### config.mk
export PLATFORM = sky130hd
export DESIGN_NAME = seq_checker_core_flat
export DESIGN_NICKNAME = d
export VERILOG_FILES = /design/src/prbs_chk_pkg.sv /design/src/seq_link_if.sv /design/src/seq_checker_core.sv /design/src/flat_wrapper.sv
export VERILOG_INCLUDE_DIRS = /design/src
export SDC_FILE = /design/constraint.sdc
export NUM_CORES = 1
export LEC_CHECK = 0
export ABC_AREA = 1
export BUFFER_PORTS_ARGS = -buffer_cell sky130_fd_sc_hd__buf_2
export CAP_MARGIN = 20
export CELL_PAD_IN_SITES_DETAIL_PLACEMENT = 2
export CELL_PAD_IN_SITES_GLOBAL_PLACEMENT = 2
export CORE_MARGIN = 8
export CORE_UTILIZATION = 33
export DETAILED_ROUTE_END_ITERATION = 12
export GPL_TIMING_DRIVEN = 0
export PLACE_DENSITY_LB_ADDON = 0.3
export SYNTH_ARGS = -nofsm -noshare
export SYNTH_HDL_FRONTEND = slang
export SYNTH_SLANG_ARGS = --single-unit
### constraint.sdc
create_clock -name pclk -period 2.6 [get_ports pclk]
set_clock_uncertainty 0.1 [all_clocks]
set_input_delay 0 -clock pclk [delete_from_list [all_inputs] [get_ports pclk]]
set_output_delay 0 -clock pclk [all_outputs]
set_load 0.02 [all_outputs]
### src/prbs_chk_map.svh
`ifndef PRBS_CHK_MAP_SVH
`define PRBS_CHK_MAP_SVH

// register indices; byte address is four times the index
`define SCK_CTRL_IDX     8'h39
`define SCK_TOTAL_IDX    8'h3A
`define SCK_IRQ_STS_IDX  8'h3B
`define SCK_IRQ_CLR_IDX  8'h3C
`define SCK_IRQ_EN_IDX   8'h3D

// control/status field positions
`define SCK_ON_BIT       0
`define SCK_CONT_BIT     1
`define SCK_OVF_BIT      2
`define SCK_LOCK_BIT     4
`define SCK_SLOSS_BIT    5
`define SCK_ERR_LSB      7
`define SCK_ERR_MSB      14
`define SCK_FREEZE_BIT   7
`define SCK_FRZCLR_BIT   8

// interrupt status/clear/enable bit positions
`define SCK_IRQ_LOSS     0
`define SCK_IRQ_OVF      1
`define SCK_IRQ_LOCK     2

// reset values
`define SCK_CTRL_RST     16'h0000
`define SCK_TOTAL_RST    16'h0000

// lock qualification counts, in bytes
`define SCK_LOCK_GOOD    8
`define SCK_LOSS_BAD     4

`endif

### src/prbs_chk_pkg.sv
package prbs_chk_pkg;
    typedef enum {ST_HUNT, ST_LOCKED} lock_state_type;
    typedef logic [31:0] bus_word_type;
    typedef logic [11:0] bus_addr_type;
endpackage : prbs_chk_pkg

### src/seq_link_if.sv
`timescale 1ns/10ps
interface seq_link_if;
    logic       on;
    logic       byte_vld;
    logic [7:0] byte_dat;
    logic       byte_seen;
    logic       byte_bad;
    logic       locked;
    logic       lost;
    modport core (input on, byte_vld, byte_dat,
                  output byte_seen, byte_bad, locked, lost);
    modport host (output on, byte_vld, byte_dat,
                  input byte_seen, byte_bad, locked, lost);
endinterface : seq_link_if

### src/seq_checker_core.sv
`timescale 1ns/10ps
`include "prbs_chk_map.svh"
module seq_checker_core #(
    parameter int unsigned LOCK_GOOD = `SCK_LOCK_GOOD,
    parameter int unsigned LOSS_BAD  = `SCK_LOSS_BAD
) (
    input  wire logic pclk,
    input  wire logic presetn,
    seq_link_if.core  link
);
    import prbs_chk_pkg::*;

    if (LOCK_GOOD < 1 || LOCK_GOOD > 15 || LOSS_BAD < 1 || LOSS_BAD > 15)
    begin : g_bad_counts
        $error("lock counts must be 1 to 15");
    end

    lock_state_type state_q;
    logic [6:0]     seed_q;
    logic [3:0]     good_q;
    logic [3:0]     bad_q;
    logic           seen_q;
    logic           bad_byte_q;
    logic           lost_q;
    logic [7:0]     step;

    // x^7+x^6+1, msb first; self-synchronising on the returned bits so
    // a single bit error costs at most two bytes, not a lost lock
    function automatic logic [7:0] prbs_step(input logic [6:0] s,
                                             input logic [7:0] d);
        logic e;
        logic [6:0] t;
        e = 1'b0;
        t = s;
        for (int i = 7; i >= 0; i--) begin
            e = e | (d[i] ^ t[6] ^ t[5]);
            t = {t[5:0], d[i]};
        end
        return {e, t};
    endfunction : prbs_step

    assign step = prbs_step(seed_q, link.byte_dat);

    // hunt for a clean run, then check until a run of bad bytes
    always_ff @(posedge pclk or negedge presetn) begin
        if (!presetn) begin
            state_q    <= ST_HUNT;
            seed_q     <= 7'h00;
            good_q     <= 4'h0;
            bad_q      <= 4'h0;
            seen_q     <= 1'b0;
            bad_byte_q <= 1'b0;
            lost_q     <= 1'b0;
        end else if (!link.on) begin
            state_q    <= ST_HUNT;
            good_q     <= 4'h0;
            bad_q      <= 4'h0;
            seen_q     <= 1'b0;
            bad_byte_q <= 1'b0;
            lost_q     <= 1'b0;
        end else begin
            seen_q     <= 1'b0;
            bad_byte_q <= 1'b0;
            lost_q     <= 1'b0;
            if (link.byte_vld) begin
                seed_q <= step[6:0];
                unique case (state_q)
                    ST_HUNT: begin
                        if (step[7]) begin
                            good_q <= 4'h0;
                        end else if (good_q == 4'(LOCK_GOOD - 1)) begin
                            good_q  <= 4'h0;
                            state_q <= ST_LOCKED;
                        end else begin
                            good_q <= good_q + 4'h1;
                        end
                    end
                    ST_LOCKED: begin
                        seen_q     <= 1'b1;
                        bad_byte_q <= step[7];
                        if (!step[7]) begin
                            bad_q <= 4'h0;
                        end else if (bad_q == 4'(LOSS_BAD - 1)) begin
                            bad_q   <= 4'h0;
                            state_q <= ST_HUNT;
                            lost_q  <= 1'b1;
                        end else begin
                            bad_q <= bad_q + 4'h1;
                        end
                    end
                endcase
            end
        end
    end

    assign link.byte_seen = seen_q;
    assign link.byte_bad  = bad_byte_q;
    assign link.locked    = (state_q == ST_LOCKED);
    assign link.lost      = lost_q;

    property p_lost_from_lock;
        @(posedge pclk) disable iff (!presetn)
        link.lost |-> $past(state_q) == ST_LOCKED && state_q == ST_HUNT;
    endproperty
    a_lost_from_lock: assert property (p_lost_from_lock)
        else $error("sync loss without prior lock");
endmodule : seq_checker_core

### src/flat_wrapper.sv
// flat-port wrapper written by rule: the top's interface ports become plain ports
module seq_checker_core_flat import prbs_chk_pkg::*;
#(
    parameter int unsigned LOCK_GOOD = `SCK_LOCK_GOOD,
    parameter int unsigned LOSS_BAD  = `SCK_LOSS_BAD
)
  (pclk, presetn, link_on, link_byte_vld, link_byte_dat, link_byte_seen, link_byte_bad, link_locked, link_lost);
  seq_link_if link_i ();
  input  wire logic pclk;
  input  wire logic presetn;
  input wire logic [$bits(link_i.on)-1:0] link_on;
  input wire logic [$bits(link_i.byte_vld)-1:0] link_byte_vld;
  input wire logic [$bits(link_i.byte_dat)-1:0] link_byte_dat;
  output wire logic [$bits(link_i.byte_seen)-1:0] link_byte_seen;
  output wire logic [$bits(link_i.byte_bad)-1:0] link_byte_bad;
  output wire logic [$bits(link_i.locked)-1:0] link_locked;
  output wire logic [$bits(link_i.lost)-1:0] link_lost;
  assign link_i.on = link_on;
  assign link_i.byte_vld = link_byte_vld;
  assign link_i.byte_dat = link_byte_dat;
  assign link_byte_seen = link_i.byte_seen;
  assign link_byte_bad = link_i.byte_bad;
  assign link_locked = link_i.locked;
  assign link_lost = link_i.lost;
  seq_checker_core #(.LOCK_GOOD(LOCK_GOOD), .LOSS_BAD(LOSS_BAD)) u_core (.pclk(pclk), .presetn(presetn), .link(link_i));
endmodule
* After elaboration in Yosys (flattened, before gate mapping) *
Index checks and enable logic that the tools add are counted.

word-level totals
  flip-flop bits (word level) = 50
  output and inout port bits = 4
  bits of input ports = 12

cells by class
  muxes and demuxes = 28
  bitwise logic cells = 23
  eq/ne operators = 11
  add/sub/neg operators = 2
  reduce and logical (&&, ||, !) cells = 5

operator list
  cell                                             number
  two-way mux 32 bit                               6
  case mux 32 bit (2 select lines)                 1
  two-way mux 4 bit                                10
  == test 32 x 1 -> 1 bit (second input constant)  1
  == test 32 x 2 -> 1 bit (second input constant)  1
  zero test 32 bit                                 1
  bitwise XOR 1 bit                                16
  two-way mux 1 bit                                11
  != test 3 x 2 -> 1 bit (second input constant)   3
  adder 4 x 1 -> 4 bit (second input constant)     2
  OR 1 bit                                         7
  != test 2 x 1 -> 1 bit (second input constant)   3
  AND reduction 2 bit                              3
  AND reduction 5 bit                              1
  == test 4 x 2 -> 1 bit (second input constant)   1
  == test 4 x 3 -> 1 bit (second input constant)   1
  != test 3 bit (second input constant)            1

* Logic depth before layout (Yosys ltp) *
  depth in word-level cells = 13
  gate-level depth with buffers = 11
  gate-level depth less buffers = 11

* Least setup slack after synthesis *
OpenSTA, ideal clock, no wires.

  path type = reg-to-reg
  start point = register u_core.seed_q[4]
  end point = register u_core.bad_q[2]
  arrival time = 1,031 ps
  cell stages (with the launch flop) = 11
  path slack = 1,349 ps
  required time = 2,379 ps
  buffers on the path = 0
  setup time = 121 ps
  path through = dfrtp_1 inv_2 nand2_1 nand2_1 nand2_1 nand2_1 nand2_2 nor2_4 nand3_4 nand2_2 o21ai_1

on the way
  cells in the longest elaborated chain, start to end = 12

RTL lines
  what                                           RTL line                source
  start: declaration                             seq_checker_core.sv:19  logic [6:0] seed_q;
  start signal: assignment                       seq_checker_core.sv:66  seed_q <= step[6:0];
  bitwise XOR 1 bit                              seq_checker_core.sv:36  e = e | (d[i] ^ t[6] ^ t[5]);
  OR 1 bit or bitwise XOR 1 bit (tied branches)  seq_checker_core.sv:36
  OR 1 bit * (6 in series)                       seq_checker_core.sv:36
  two-way mux 4 bit *                            seq_checker_core.sv:81  if (!step[7]) begin
  two-way mux 4 bit *                            seq_checker_core.sv:67  unique case (state_q)
  two-way mux 4 bit *                            seq_checker_core.sv:65  if (link.byte_vld) begin
  two-way mux 4 bit *                            seq_checker_core.sv:54  end else if (!link.on) begin
  end signal: assignment                         seq_checker_core.sv:88  bad_q <= bad_q + 4'h1;
  end: declaration                               seq_checker_core.sv:21  logic [3:0] bad_q;

Every way passes the cells marked *; elsewhere a longest branch is shown, timed or not. The select of a mux whose other input is x is not followed.
A chain may end at the register's enable or synchronous reset.

* Final worst setup path *
  start point = register u_core.seed_q[4]
  end point = register u_core.bad_q[3]

The elaborated chain is that of the path after synthesis.

==> impl_metrics.json <==
{
  "slew_violations": 0,
  "status": "finished, final reports clean",
  "avgSynthCellArea_um2": 7.16,
  "cts_max_level": 1,
  "dp.cells": 220,
  "grt_max_degree": 20,
  "critPathTopFamily": "simple AND/OR/NAND/NOR gates",
  "design.die.area_mm2": 0.00559,
  "core.rowCount": 21,
  "grt_pass1_wl_um": 6070,
  "final_nets": 203,
  "via_per_inst": 4.84,
  "hold_depth": 4,
  "finalNonFillerCells": 234,
  "cpPeakStageDelay_ps": 550,
  "cts_max_path_buffers": 2,
  "antenna_found_initial": 0,
  "ant_nets": 0,
  "finalSetupViolCount": 0,
  "post-route-period-util_pct": 74.5,
  "pwr-share-seq_pct": 52.3,
  "critical_path_class": "reg2reg",
  "rsz0062_at_grt": "false",
  "startpoint": "u_core.seed_q[4]",
  "detail_route.wirelength_um": 3360,
  "synth_fp_nets": 173,
  "core_mm2": 0.00334,
  "p_leak_nw": 0.792,
  "cp.required_ps": 2700,
  "cts_resized": 0,
  "clockRootBuffer": "clkbuf_4",
  "fin_area_mm2": 0.00140,
  "hold_end": "u_core.state_q[0]",
  "drt-initial-drc-count": 37,
  "clk_pin_slew_ps": 120,
  "slew_headroom_pct": 69.1,
  "hold_slack_ps": 12.0,
  "postSynthCellCount": 159,
  "tightest_slew_ps": 463,
  "cts.sinks": 19,
  "grt_overflow": 0,
  "tns_ps": 0,
  "portBuffers": 15,
  "finalCriticalPeriod_ps": 1940,
  "cp-end-kind": "register",
  "hold_violations": 0,
  "min_path_type": "in2reg",
  "insertion_delay_ps": 300,
  "synthDistinctLibCells": 20,
  "p_int_uw": 420,
  "r2r-end": "u_core.bad_q[3]",
  "combPwrFrac_pct": 22.2,
  "gp_congestion": 0.720,
  "vias": 1133,
  "avgRoutedWirePerCell_um": 14.4,
  "synth_seq_cells": 19,
  "power_switching_uw": 201,
  "syn_to_final_growth_pct": 22.7,
  "rr_worst_depth": 11,
  "critical_path.slowest_cell": "dlygate4sd3_1",
  "powerDensity_mw_per_mm2": 445,
  "hp-start": "link_byte_vld",
  "initial_utilization_pct": 34.1,
  "die_h_um": 74.7,
  "syn_area_mm2": 0.00114,
  "top_level_ports": 16,
  "numCtsBuffers": 3,
  "maxCapViolations": 0,
  "crit_buf_inv": 2,
  "cts_tree": "built",
  "rr_startpoint": "u_core.seed_q[4]",
  "path_max_fanout": 6,
  "firstDrtPassIters": 4,
  "groute.usage.overall_pct": 14.2,
  "yosysSeqAreaShare_pct": 41.8,
  "drive_above_1_share_pct": 20.7,
  "arrival_ps": 2040,
  "worst_path_most_repeated_cell": "nand2_1",
  "startpoint_type": "register",
  "path_cells": "inv_2, nand2_1, nand2_1, nand2_1, nand2_1, nand2_2, nor2_4, nand3_4, nand4_1, dlygate4sd3_1, nand2_1",
  "cts_setup_buffers": 0,
  "rrSetupSlack_ps": 660,
  "post-route-drc-count": 0,
  "clkPwrFrac_pct": 25.5,
  "die_width_um": 74.7,
  "fmax_ghz": 0.517,
  "place_area_mm2": 0.00127,
  "p_sw_share_pct": 32.3,
  "n_antenna_cell": 0,
  "vdd_drop_max_mv": 0.194,
  "grt_pass1_vias": 1299,
  "hpwl_um": 2520,
  "yosysWarnings": 0
}
worst min-delay path, cell delays in order:
cell,delay (ps)
buf_2,100
inv_1,50
o21ai_0,170
a21oi_1,70
routing by layer:
metal  global-route usage (%)  vias to the layer above  wire length, µm
met5                        0                        -                0
met4                     3.91                        0               34
met3                     2.40                        4              106
met2                     27.6                       16             1830
met1                     15.2                      566             1390
li1                         -                      547                -
area by class of cell:
class	count	area, µm²
buffer	1	3.75
inverter	24	90.1
multi-input combinational	115	569
fill	424	1940
tap	46	57.6
clock buffer	4	26.3
timing repair buffer	25	175
sequential	19	475
power groups by stage:
stage / Sequential (mW) / Combinational, mW / Clock [mW]
global placement: 0.330 / 0.119 / 0
detailed placement: 0.331 / 0.128 / 0
global route: 0.327 / 0.157 / 0.177
CTS: 0.325 / 0.140 / 0.167
finish: 0.325 / 0.138 / 0.159
floorplan: 0.326 / 0.0881 / 0
through the flow:
stage / util, % / total power, mW / setup WS [ps]
2_1_floorplan: - / 0.414 / 1350
3_5_place_dp: 38.1 / 0.459 / 1160
6_report: 41.9 / 0.621 / 664
4_1_cts: 41.9 / 0.632 / 635
3_3_place_gp: 38.1 / 0.448 / 1200
5_1_grt: 41.9 / 0.662 / 520
cell usage after synthesis, drive strengths merged:
cell	n	area share, %
clkbuf	1	0.33
a21oi	1	0.44
ha	2	2.2
dfrtp	19	42
xor2	4	3.1
nand4	1	0.55
inv	24	7.9
o21a	1	0.66
o21ai	12	5.6
nand3	13	8.1
nor2	11	4.9
nand2	70	24
cells in the final DEF, fill, tap and decap left out, drive strengths merged, types with 2 or more instances in the layout:
cell / instances
clkbuf: 5
xor2: 4
dlygate4sd3: 10
inv: 24
buf: 15
nand2: 70
ha: 2
nand3: 13
o21ai: 12
dfrtp: 19
nor2: 11
logic make-up after synthesis:
group,count (synthesis),synth area share (%)
AO/OA/AOI/OAI,14,6.70
XOR/XNOR,4,3.08
adder cells (fa/ha/maj),2,2.20
buffers and inverters,25,8.24
flip-flops,19,41.8
AND/OR/NAND/NOR,95,38.0
worst max path at each step:
stage                             to  slack (ps)  cells past startpoint
finish               u_core.bad_q[3]         660                     11
CTS                  u_core.bad_q[3]         630                      9
global placement    u_core.good_q[2]        1200                     11
global route         u_core.bad_q[3]         520                     11
floorplan            u_core.bad_q[2]        1350                     10
detailed placement  u_core.good_q[1]        1160                     11
repair_timing:
item,in CTS,in global routing
endpoints found under the setup margin,0,0
endpoints found under the hold margin,28,0
hold buffers,10,0
state kept, by name, summed over array words and instances, names as in the netlist:
register / cells
u_core.link.byte_bad: 1
u_core.bad_q: 4
u_core.link.lost: 1
u_core.state_q: 1
u_core.seed_q: 7
u_core.good_q: 4
u_core.link.byte_seen: 1
No activity file was read; power rests on OpenSTA's default activity.
